==> src/logic/dbg_defs.svh <==
// constants for the halt-debug program counter tracker and scan chain
//==================================================================
`ifndef DBG_DEFS_SVH
`define DBG_DEFS_SVH

//==================================================================
// program counter advances, in word addresses
`define DBG_ENTRY_ADV_FULL 32'h0000_0004
`define DBG_ENTRY_ADV_SHORT 32'h0000_0003
`define DBG_SYS_ADV 32'h0000_0003
`define DBG_STEP_ADV 32'h0000_0001

//==================================================================
// exception vectors, plain defaults
`define DBG_PREFETCH_VECTOR 32'h0000_000C
`define DBG_DATA_VECTOR 32'h0000_0010

//==================================================================
// boundary scan chain layout, cell n sits at bit n-1
`define DBG_CHAIN_LEN 113
`define DBG_CELL_DATA_LO 0
`define DBG_CELL_CTRL_LO 32
`define DBG_CTRL_BITS 34
`define DBG_CELL_ADDR_LO 66
`define DBG_CELL_DEBUG_LO 98
`define DBG_DEBUG_BITS 15

`endif

==> src/logic/dbg_pkg.sv <==
// types shared by the halt-debug tracker
package dbg_pkg;
   typedef enum logic [2:0] {
      MODE_USER, MODE_IRQ, MODE_FIQ, MODE_ABORT, MODE_SUPERVISOR
   } cpu_mode_e;

   typedef enum logic [1:0] {
      CAUSE_NONE, CAUSE_NORMAL, CAUSE_SHORT
   } entry_cause_e;

   typedef struct packed {
      logic breakpoint;
      logic watchpoint;
      logic debug_request_input;
      logic prefetch_abort;
      logic data_abort;
      logic irq;
      logic fast_interrupt;
   } core_event_s;

   typedef struct packed {
      logic valid;
      logic speed_select_bit;
      logic is_branch;
      logic [31:0] word_offset;
   } debug_step_s;

   typedef struct packed {
      logic debug_enable_input;
      logic coproc_a;
      logic coproc_b;
      logic bus_enable;
      logic external_condition_input_zero;
      logic external_condition_input_one;
      logic breakpoint_input;
      logic range_match_output_zero;
      logic range_match_output_one;
      logic enable_out_one;
      logic comm_transmit_flag;
      logic comm_receive_flag;
      logic internal_debug_request_output;
   } debug_pins_s;
endpackage : dbg_pkg

==> src/logic/scan_chain.sv <==
// parallel-capture serial boundary scan register
`timescale 1ns/1ps
module scan_chain #(
   parameter int LEN = 113
) (
   input wire logic clock,
   input wire logic rst_n,
   input wire logic capture,
   input wire logic shift,
   input wire logic scan_in,
   input wire logic [LEN-1:0] cells,
   output logic scan_out
);
   logic [LEN-1:0] chain;

   //==================================================================
   // capture wins over shift; cell 1 leaves first
   always_ff @(posedge clock or negedge rst_n) begin
      if (!rst_n) begin
         chain <= '0;
      end else if (capture) begin
         chain <= cells;
      end else if (shift) begin
         chain <= {scan_in, chain[LEN-1:1]};
      end
   end

   always_ff @(posedge clock or negedge rst_n) begin
      if (!rst_n) begin
         scan_out <= 1'b0;
      end else if (shift) begin
         scan_out <= chain[0];
      end
   end
endmodule : scan_chain

==> src/logic/debug_state_pc_tracking.sv <==
// halt-debug entry, program counter tracking and bus-side scan chain
`timescale 1ns/1ps
`include "dbg_defs.svh"
module debug_state_pc_tracking
   import dbg_pkg::*;
(
   input wire logic clock,
   input wire logic rst_n,
   input wire logic instr_done,
   input wire core_event_s events,
   input wire logic [31:0] core_pc,
   input wire logic vector_fetched,
   input wire debug_step_s step,
   input wire logic sys_done,
   input wire logic sys_abort,
   input wire logic monitor_mode_enable,
   input wire logic [31:0] data_bus,
   input wire logic [33:0] bus_control,
   input wire logic [31:0] address_bus,
   input wire debug_pins_s pins,
   input wire logic scan_capture,
   input wire logic scan_shift,
   input wire logic scan_in,
   output logic debug_acknowledge_output,
   output logic [31:0] pc,
   output cpu_mode_e mode,
   output entry_cause_e entry_cause,
   output logic irq_masked,
   output logic fiq_masked,
   output logic irq_remembered,
   output logic abort_remembered,
   output logic scan_out
);
   typedef enum logic [1:0] {
      ST_RUN, ST_VECTOR_WAIT, ST_DEBUG, ST_SYS_ACCESS
   } dbg_state_e;

   dbg_state_e state;
   logic watch_exc;
   logic enter_now;
   logic [31:0] entry_adv;
   logic [`DBG_CHAIN_LEN-1:0] cells;
   logic [31:0] addr_rev;

   //==================================================================
   // entry decode at an instruction boundary
   assign watch_exc = events.watchpoint &
      (events.irq | events.fast_interrupt);
   always_comb begin
      enter_now = 1'b0;
      entry_adv = `DBG_ENTRY_ADV_FULL;
      if (instr_done && pins.debug_enable_input && !events.prefetch_abort
          && !(events.watchpoint && events.data_abort)) begin
         if (watch_exc) begin
            enter_now = 1'b1;
            entry_adv = `DBG_ENTRY_ADV_SHORT;
         end else if (events.breakpoint || events.watchpoint) begin
            enter_now = 1'b1;
         end else if (events.debug_request_input) begin
            enter_now = 1'b1;
            entry_adv = `DBG_ENTRY_ADV_SHORT;
         end
      end
   end

   //==================================================================
   // state sequencing
   always_ff @(posedge clock or negedge rst_n) begin
      if (!rst_n) begin
         state <= ST_RUN;
      end else begin
         unique case (state)
            ST_RUN: begin
               if (instr_done && pins.debug_enable_input &&
                   events.watchpoint && events.data_abort &&
                   !events.prefetch_abort) begin
                  state <= ST_VECTOR_WAIT;
               end else if (enter_now) begin
                  state <= ST_DEBUG;
               end
            end
            ST_VECTOR_WAIT: begin
               if (vector_fetched) begin
                  state <= ST_DEBUG;
               end
            end
            ST_DEBUG: begin
               if (step.valid && step.is_branch) begin
                  state <= ST_RUN;
               end else if (step.valid && step.speed_select_bit) begin
                  state <= ST_SYS_ACCESS;
               end
            end
            ST_SYS_ACCESS: begin
               if (sys_done) begin
                  state <= ST_DEBUG;
               end
            end
         endcase
      end
   end

   //==================================================================
   // program counter: follows the core while running
   always_ff @(posedge clock or negedge rst_n) begin
      if (!rst_n) begin
         pc <= 32'h0000_0000;
      end else begin
         unique case (state)
            ST_RUN: begin
               if (instr_done && events.prefetch_abort) begin
                  pc <= `DBG_PREFETCH_VECTOR;
               end else if (instr_done && pins.debug_enable_input &&
                            events.watchpoint && events.data_abort) begin
                  pc <= `DBG_DATA_VECTOR;
               end else if (enter_now) begin
                  pc <= core_pc + (entry_adv << 2);
               end else begin
                  pc <= core_pc;
               end
            end
            ST_VECTOR_WAIT: begin
               if (vector_fetched) begin
                  pc <= pc + (`DBG_ENTRY_ADV_SHORT << 2);
               end
            end
            ST_DEBUG: begin
               if (step.valid && step.is_branch) begin
                  // branch counts itself as one debug-speed step
                  pc <= pc + (`DBG_STEP_ADV << 2) + (step.word_offset << 2);
               end else if (step.valid && !step.speed_select_bit) begin
                  pc <= pc + (`DBG_STEP_ADV << 2);
               end
            end
            ST_SYS_ACCESS: begin
               if (sys_done) begin
                  pc <= pc + (`DBG_SYS_ADV << 2);
               end
            end
         endcase
      end
   end

   //==================================================================
   // processor mode
   always_ff @(posedge clock or negedge rst_n) begin
      if (!rst_n) begin
         mode <= MODE_SUPERVISOR;
      end else if (state == ST_RUN && instr_done) begin
         if (events.prefetch_abort) begin
            mode <= MODE_ABORT;
         end else if (pins.debug_enable_input && events.watchpoint &&
                      events.data_abort) begin
            mode <= MODE_ABORT;
         end else if (enter_now && events.fast_interrupt) begin
            mode <= MODE_FIQ;
         end else if (enter_now && events.irq) begin
            mode <= MODE_IRQ;
         end
      end else if (state == ST_SYS_ACCESS && sys_done && sys_abort) begin
         mode <= MODE_ABORT;
      end
   end

   //==================================================================
   // entry cause and remembered exceptions, cleared on return
   always_ff @(posedge clock or negedge rst_n) begin
      if (!rst_n) begin
         entry_cause <= CAUSE_NONE;
      end else if (state == ST_RUN && enter_now) begin
         entry_cause <= (entry_adv == `DBG_ENTRY_ADV_SHORT) ?
            CAUSE_SHORT : CAUSE_NORMAL;
      end else if (state == ST_VECTOR_WAIT && vector_fetched) begin
         entry_cause <= CAUSE_SHORT;
      end else if (state == ST_DEBUG && step.valid && step.is_branch) begin
         entry_cause <= CAUSE_NONE;
      end
   end

   always_ff @(posedge clock or negedge rst_n) begin
      if (!rst_n) begin
         irq_remembered <= 1'b0;
      end else if (state == ST_RUN && enter_now &&
                   (events.irq || events.fast_interrupt)) begin
         irq_remembered <= 1'b1;
      end else if (state == ST_DEBUG && step.valid && step.is_branch) begin
         irq_remembered <= 1'b0;
      end
   end

   always_ff @(posedge clock or negedge rst_n) begin
      if (!rst_n) begin
         abort_remembered <= 1'b0;
      end else if ((state == ST_RUN && instr_done && events.watchpoint &&
                    events.data_abort && pins.debug_enable_input) ||
                   (state == ST_SYS_ACCESS && sys_done && sys_abort)) begin
         abort_remembered <= 1'b1;
      end else if (state == ST_DEBUG && step.valid && step.is_branch) begin
         abort_remembered <= 1'b0;
      end
   end

   //==================================================================
   // acknowledge drops during a system-speed access
   always_ff @(posedge clock or negedge rst_n) begin
      if (!rst_n) begin
         debug_acknowledge_output <= 1'b0;
         irq_masked <= 1'b0;
         fiq_masked <= 1'b0;
      end else begin
         debug_acknowledge_output <= (state == ST_DEBUG);
         // abort mode masks irq in monitor mode until mode leaves MODE_ABORT
         irq_masked <= (state == ST_DEBUG) || (state == ST_SYS_ACCESS) ||
            (monitor_mode_enable && mode == MODE_ABORT);
         fiq_masked <= !monitor_mode_enable &&
            ((state == ST_DEBUG) || (state == ST_SYS_ACCESS));
      end
   end

   //==================================================================
   // boundary scan cell assembly
   always_comb begin
      for (int i = 0; i < 32; i++) begin
         addr_rev[i] = address_bus[31-i];
      end
   end

   assign cells = {
      pins.internal_debug_request_output, pins.comm_receive_flag,
      pins.comm_transmit_flag, pins.enable_out_one,
      pins.range_match_output_one, pins.range_match_output_zero,
      debug_acknowledge_output, pins.breakpoint_input,
      pins.external_condition_input_one,
      pins.external_condition_input_zero, pins.bus_enable,
      pins.coproc_b, pins.coproc_a, pins.debug_enable_input,
      events.debug_request_input,
      addr_rev, bus_control, data_bus};

   scan_chain #(
      .LEN(`DBG_CHAIN_LEN)
   ) u_chain (
      .clock(clock),
      .rst_n(rst_n),
      .capture(scan_capture),
      .shift(scan_shift),
      .scan_in(scan_in),
      .cells(cells),
      .scan_out(scan_out)
   );
endmodule : debug_state_pc_tracking

==> config.mk <==
export PLATFORM = sky130hd
export DESIGN_NAME = debug_state_pc_tracking
export DESIGN_NICKNAME = d
export VERILOG_FILES = /design/src/logic/dbg_pkg.sv /design/src/logic/scan_chain.sv /design/src/logic/debug_state_pc_tracking.sv
export VERILOG_INCLUDE_DIRS = /design/src /design/src/logic
export SDC_FILE = /design/constraint.sdc
export NUM_CORES = 1
export LEC_CHECK = 0
export ABC_AREA = 1
export BUFFER_PORTS_ARGS = -buffer_cell sky130_fd_sc_hd__buf_4
export CORE_AREA = 5 5 159 161
export CTS_BUF_LIST = sky130_fd_sc_hd__clkbuf_8
export CTS_CLUSTER_DIAMETER = 100
export DETAILED_ROUTE_END_ITERATION = 10
export DIE_AREA = 0 0 164 166
export PLACE_DENSITY = 0.91
export SLEW_MARGIN = 20
export SYNTH_ARGS = -nofsm -noshare
export SYNTH_HDL_FRONTEND = slang
export SYNTH_HIERARCHICAL = 1
export SYNTH_SLANG_ARGS = --single-unit
==> constraint.sdc <==
create_clock -name clock -period 2.61 [get_ports clock]
set_input_delay 0.522 -clock clock [delete_from_list [all_inputs] [get_ports clock]]
set_output_delay 0.522 -clock clock [all_outputs]
set_load 0.005 [all_outputs]
==> results of run 1 <==
## power by group through the flow
stage / clock network, W / registers (W) / logic [W]
after floorplan: 0 / 0.00346 / 0.00461
after global placement: 0 / 0.00343 / 0.00834
after detailed placement: 0 / 0.00345 / 0.00853
after CTS: 0.00195 / 0.00341 / 0.00994
after global routing: 0.00208 / 0.00350 / 0.0124
final: 0.00194 / 0.00344 / 0.0116
## stage by stage
step	util (%)	setup TNS (ps)	cells	instance area (um^2)
floorplan	-	0	1899	12300
global placement	65.9	-6730	2598	15700
detailed placement	65.9	-8520	2598	15700
CTS	72.2	-3790	2657	17200
global route	74.9	-11480	2666	17800
finish	74.9	-7480	2666	17800
## synthesized netlist by cell type (3+ instances only)
master,count
a21oi_1,69
a22oi_1,4
a31oi_1,8
a32oi_1,3
and2_1,4
buf_2,28
buf_4,12
buf_6,10
clkbuf_1,16
dfrtp_1,157
ha_1,39
inv_1,216
inv_2,9
nand2_1,619
nand2_2,8
nand3_1,356
nand3b_1,5
nand4_1,21
nor2_1,131
nor2_2,12
nor2_4,12
nor3_1,16
nor3_2,4
nor4_1,3
o211ai_1,9
o21ai_0,52
o21ai_1,6
o21bai_1,11
o22ai_1,4
o31ai_1,4
or2_2,4
xnor2_1,6
xor2_1,17
## state kept, by name, summed over array words and instances (netlist names)
name,cells
abort_remembered,1
debug_acknowledge_output,1
entry_cause,2
fiq_masked,1
irq_masked,1
irq_remembered,1
mode,3
pc,32
state,2
u_chain/chain,113
u_chain/scan_out,1
## cell families (layout without fill, tap and decap cells)
family	after synthesis	count (layout)	synth area share, %
simple gates	1200	1200	43.0
buf+inv	293	736	10.2
compound gates	182	182	8.54
flops	158	158	32.2
fa+ha+maj	41	41	4.29
xor+xnor	23	23	1.64
mux	2	2	0.163
## cell type report
class	count	share of cell area, %
Clock buffer	17	1.31
Clock inverter	15	1.05
Inverter	225	4.78
Multi-Input combinational cell	1448	47.5
Sequential cell	158	22.2
Tap cell	324	2.27
Timing Repair Buffer	479	20.9
## per-layer routing
metal	part of all wire, %	up-vias	wire length, um
li1	-	7027	-
met1	37	7170	18200
met2	47	917	23500
met3	9.1	279	4540
met4	7.3	0	3650
met5	0	-	0
## what timing repair did
action / 4_1_cts / 5_1_grt
setup endpoints to repair: 25 / 27
hold buffers: 0 / 0
endpoints found under the hold margin: 0 / 0
resized for setup: 215 / 131
pin swaps: 88 / 101
setup buffers: 27 / 10
## worst min-delay path by stage
| stage | depth (start not counted) | slack, ps | start | to |
|---|---|---|---|---|
| global placement | 2 | 460 | u_chain/chain[18] | u_chain/chain[18] |
| floorplan | 0 | 230 | rst_n | abort_remembered |
| detailed placement | 2 | 470 | u_chain/chain[69] | u_chain/chain[69] |
| global route | 1 | 50 | rst_n | u_chain/chain[17] |
| CTS | 1 | 50 | rst_n | u_chain/chain[17] |
| finish | 1 | 30 | rst_n | u_chain/chain[17] |
## worst reg2reg max path: stages (launching register included)
cell,delay (ps)
dfrtp_2,450
ha_4,190
inv_4,50
nor2_4,170
nand3_4,150
xor2_1,200
inv_1,90
ha_1,320
nand2_2,120
inv_1,70
nand2_1,80
nand2_1,100
buf_4,160
nand2_1,90
a21oi_2,70
nor2_1,140
nand2_1,80
nand2_1,70
nand3_2,60
nand2_2,100
nand2_1,60
nand2_1,50
nand2_1,60
==> flow_summary.toml, run 1 <==
[critical_path]
endpoint = "pc[27]"
critPathCaptureType = "flip-flop"
path_buf_inv = 4
cp_max_fo = 4
worstRegToRegCells = 22
reg2reg_slack_ps = -430
worst-endpoint-arrival_ps = 3410
crit_top_cell = "nand2_1"
r2r_end = "pc[27]"
crit_chain = "ha_4 -> inv_4 -> nor2_4 -> nand3_4 -> xor2_1 -> inv_1 -> ha_1 -> nand2_2 -> inv_1 -> nand2_1 -> nand2_1 -> buf_4 -> nand2_1 -> a21oi_2 -> nor2_1 -> nand2_1 -> nand2_1 -> nand3_2 -> nand2_2 -> nand2_1 -> nand2_1 -> nand2_1"
crit_slowest_cell = "dfrtp_2"
crit_type = "reg2reg"
worst_ep_required_time_ps = 2980
crit_path_start = "pc[3]"
timing.rr.start = "pc[3]"
critPathMaxStageDelay_ps = 450
crit_family = "simple AND/OR/NAND/NOR gates"
cp-start-kind = "flip-flop"
cp.depth = 22

[final_layout]
num-fill-cells = 1756
diodes = 0
syn2layout_area_growth_pct = 45.1
multi_input_area_um2 = 8470
seq_area_um2 = 3960
final_nets = 2565
final_common_cell = "nand2_1"
mostFrequentLayoutCells = "547 x nand2_1, 456 x buf_4, 332 x nand3_1"
drive_gt1_share_pct = 35.1

[yosys]
synth_seq_area_share_pct = 32.2
synth_area_um2 = 12300
synthesis.nets = 2135
ys_async_sr_fraction_pct = 100
synth_cell_types = 50
synth_edf_count = 0
synth_ff_type = "dfrtp_1"
yosys.area.top_type = "dfrtp_1"
netlist_instances = 1899
syn_avg_cell_area_um2 = 6.47
ys_ff_latch = 158
synth_warnings = 6
yosys-top-cells-area = "dfrtp_1 32%, nand2_1 19%, nand3_1 14%, inv_1 6.6%, nor2_1 4.0%"
netlist.area_leader.share_pct = 32.0

[detailed_routing]
vias_per_cell = 5.77
wl_per_cell_um = 18.7
dr_total_vias = 15400
wl_mm = 50.0
drc = 0
drtAntennaViolNets = 0
firstDrtPassIters = 6
drt-initial-drc-count = 1871

[sta]
fin_crit_ps = 3040
finalClockSkew_ps = 19.6
fin_ws_ps = -433
setup_viol = 24
slew_headroom_pct = 49.3
fmax_mhz = 329
hold_viol_final = 0
drv_slew = 0
tightest_slew_ps = 752
rsz0062_at_grt = "yes"
finalCritPeriodShare_pct = 117
holdWs_ps = 33.3

[run_status]
status = "finished with violations"
violations = "negative setup slack"

[power_and_ir_drop]
p_int_w = 0.00875
powerDensity_nw_per_um2 = 951
p_seq_share_pct = 20.3
comb_power_share_pct = 68.3
switching_share_pct = 48.4
vdd.ir_drop.worst_v = 0.000996
p_sw_w = 0.00822
p_clk_share_pct = 11.4
p_leak_nw = 8.98
power_w = 0.0170

[placed_design]
port_buffers = 235
gp_routability_congestion = 1.02
place_ws_ps = -423
dpl.hpwl_mm = 35.0

[clocking]
cts-root-buf = "clkbuf_8"
clockBufferDepth = 2
cts_htree_levels = 4
cts_sinks = 158
cts_buffers = 17
cts.reportedPaths.clkPinSlew_ps = 110
cts_tree = "built"
clk_latency_ps = 490

[global_routing]
grt_pass1_wl_mm = 75.4
grt_pass1_vias = 14800
grt_use_total_pct = 34.6
met2_usage_pct = 57.7
grt_max_degree = 87
grt_use_met1_pct = 41.8
busiest_layer = "met2"
antenna_found_initial = 0
grt_use_met3_pct = 7.32
grt_overflow = 0

[floorplanning]
dieArea_um2 = 27200
die_w_um = 164
core_um2 = 23800
row_count = 57
pin_count = 238
start_util_pct = 51.6
die_y_um = 166

[flow_run]
maxCapViolCount = 0

[min_path]
hp-class = "in2async"
Power figures use the tool's default switching activity.
==> run 2: changes to the inputs <==
==> constraint.sdc (replaced) <==
create_clock -name clock -period 2.7 [get_ports clock]
set_input_delay 0.54 -clock clock [delete_from_list [all_inputs] [get_ports clock]]
set_output_delay 0.54 -clock clock [all_outputs]
set_load 0.005 [all_outputs]
==> run 2 against run 1 <==
- clock-buffer cell count stayed put
- sequential cell count stayed put
- the flow still finishes with violations (negative setup slack)
- power is 2.5% lower
- largest cell class unchanged
- clock skew is 2.1 ps higher
- worst hold slack better by 180 ps
==> flow_summary.toml, run 2 (synthesized netlist as in run 1, its figures left out) <==
[critical_path]
worstRegToRegCells = 20
crit_type = "reg2reg"
crit_top_cell = "nand3_1"
cp_max_fo = 4
critPathCaptureType = "flip-flop"
crit_chain = "buf_4 -> nand2_4 -> nor2_2 -> nand2_2 -> buf_4 -> nor2_1 -> nand2_1 -> xor2_2 -> inv_2 -> ha_4 -> nand2_2 -> nor2_2 -> and2_4 -> nand3_1 -> nand3_1 -> nand2_1 -> nand3_1 -> nand3_1 -> nand2_1 -> inv_1"
worst-endpoint-arrival_ps = 3440
critPathMaxStageDelay_ps = 420
crit_slowest_cell = "dfrtp_1"
worst_ep_required_time_ps = 3070
cp-start-kind = "flip-flop"

[sta]
hold_viol_final = 0
fin_ws_ps = -374
fin_crit_ps = 3070
slew_headroom_pct = 60.9
rsz0062_at_grt = "yes"
holdWs_ps = 212
drv_slew = 0
fmax_mhz = 325
finalCritPeriodShare_pct = 114
tightest_slew_ps = 587
setup_viol = 24
setup_tns_ps = -4330
finalClockSkew_ps = 21.7

[detailed_routing]
vias_per_cell = 5.77
dr_total_vias = 15300
wl_mm = 49.9
wl_per_cell_um = 18.8
drtAntennaViolNets = 0
drc = 0
firstDrtPassIters = 6
drt-initial-drc-count = 1998

[power_and_ir_drop]
comb_power_share_pct = 69.1
vdd.ir_drop.worst_v = 0.000880
powerDensity_nw_per_um2 = 925
p_clk_share_pct = 11.0
p_sw_w = 0.00798
p_seq_share_pct = 19.9
switching_share_pct = 48.2
p_int_w = 0.00856
p_leak_nw = 8.94

[min_path]
hold_depth = 2
hp-class = "in2reg"

[placed_design]
dpl-instance-area_um2 = 15700
port_buffers = 235
dpl.hpwl_mm = 35.0
gp_routability_congestion = 0.995

[global_routing]
grt_use_total_pct = 33.9
antenna_found_initial = 0
grt_pass1_vias = 14700
grt_overflow = 0
grt_pass1_wl_mm = 74.3
grt_max_degree = 113

[clocking]
cts_sinks = 158
cts.reportedPaths.clkPinSlew_ps = 120
cts-root-buf = "clkbuf_8"
clk_latency_ps = 480
cts_tree = "built"
cts_htree_levels = 4
cts_buffers = 17
clockBufferDepth = 2

[floorplanning]
die_y_um = 166
die_w_um = 164
pin_count = 238
core_um2 = 23800
dieArea_um2 = 27200
row_count = 57
start_util_pct = 51.6

[final_layout]
top_register = "u_chain/chain"
mostFrequentLayoutCells = "544 x nand2_1, 449 x buf_4, 338 x nand3_1"
largest_reg_flops = 113
num-fill-cells = 1743
final_common_cell = "nand2_1"
top_regs = "u_chain/chain (113), pc (32), mode (3)"
final_area_um2 = 17900
diodes = 0
syn2layout_area_growth_pct = 45.5
drive_gt1_share_pct = 35.3
final_nets = 2560

[run_status]
violations = "negative setup slack"
status = "finished with violations"

[flow_run]
maxCapViolCount = 0
## run 2: stage by stage
| step | power (W) | util, % | std cells | setup slack [ps] |
|---|---|---|---|---|
| after floorplan | 0.00779 | - | 1899 | 25.1 |
| after global placement | 0.0114 | 65.7 | 2594 | -290 |
| after detailed placement | 0.0116 | 65.7 | 2594 | -333 |
| after CTS | 0.0147 | 71.7 | 2644 | -91.8 |
| after global routing | 0.0174 | 75.1 | 2661 | -507 |
| final | 0.0165 | 75.1 | 2661 | -374 |
## run 2: timing repair
action / in CTS / in global routing
pin swaps: 70 / 71
gates cloned: 0 / 0
endpoints found under the setup margin: 24 / 25
buffers inserted: 17 / 19
endpoints found under the hold margin: 33 / 0
hold buffers: 1 / 0
gates resized for setup: 197 / 165
## run 2: area by class of cell
type	instances	area (um^2)	area share (%)
Sequential cell	158	3960	22.2
Tap cell	324	405	2.27
Timing Repair Buffer	474	3690	20.7
Inverter	225	851	4.76
Clock buffer	17	234	1.31
Clock inverter	15	170	0.951
Multi-Input combinational cell	1448	8570	47.9
## run 2: path summary, 6_finish.rpt
path                       slack, ps           startpoint                 to
setup / recovery                -370                pc[6]             pc[24]
hold / removal                   210  monitor_mode_enable         fiq_masked
setup reg to reg                -370                pc[6]             pc[24]
hold reg to reg                  490    u_chain/chain[50]  u_chain/chain[50]
max in group asynchronous       1470                rst_n             pc[11]
min in group asynchronous        530                rst_n  u_chain/chain[18]
## run 2: critical path, delay by kind of cell (launching register included)
family / cells / cell delay [ps]
AND/OR/NAND/NOR: 14 / 1600
flip-flops: 1 / 420
buffers and inverters: 4 / 400
adder cells (fa/ha/maj): 1 / 300
XOR/XNOR: 1 / 220
## run 2: power by group through the flow
stage | sequential (W) | clock [W] | combinational [W]
after floorplan | 0.00334 | 0 | 0.00445
after global placement | 0.00327 | 0 | 0.00818
after detailed placement | 0.00329 | 0 | 0.00835
after CTS | 0.00324 | 0.00185 | 0.00961
after global routing | 0.00333 | 0.00195 | 0.0122
final | 0.00328 | 0.00182 | 0.0114
## run 2: routing by layer
layer | vias to the layer above | wire, um | track usage (%) | share of wire (%)
met5 | - | 0 | 0 | 0
met4 | 0 | 2820 | 16.0 | 5.6
met3 | 203 | 4510 | 5.46 | 9.0
met2 | 946 | 24200 | 58.3 | 48
met1 | 7178 | 18400 | 41.2 | 37
li1 | 7021 | - | - | -
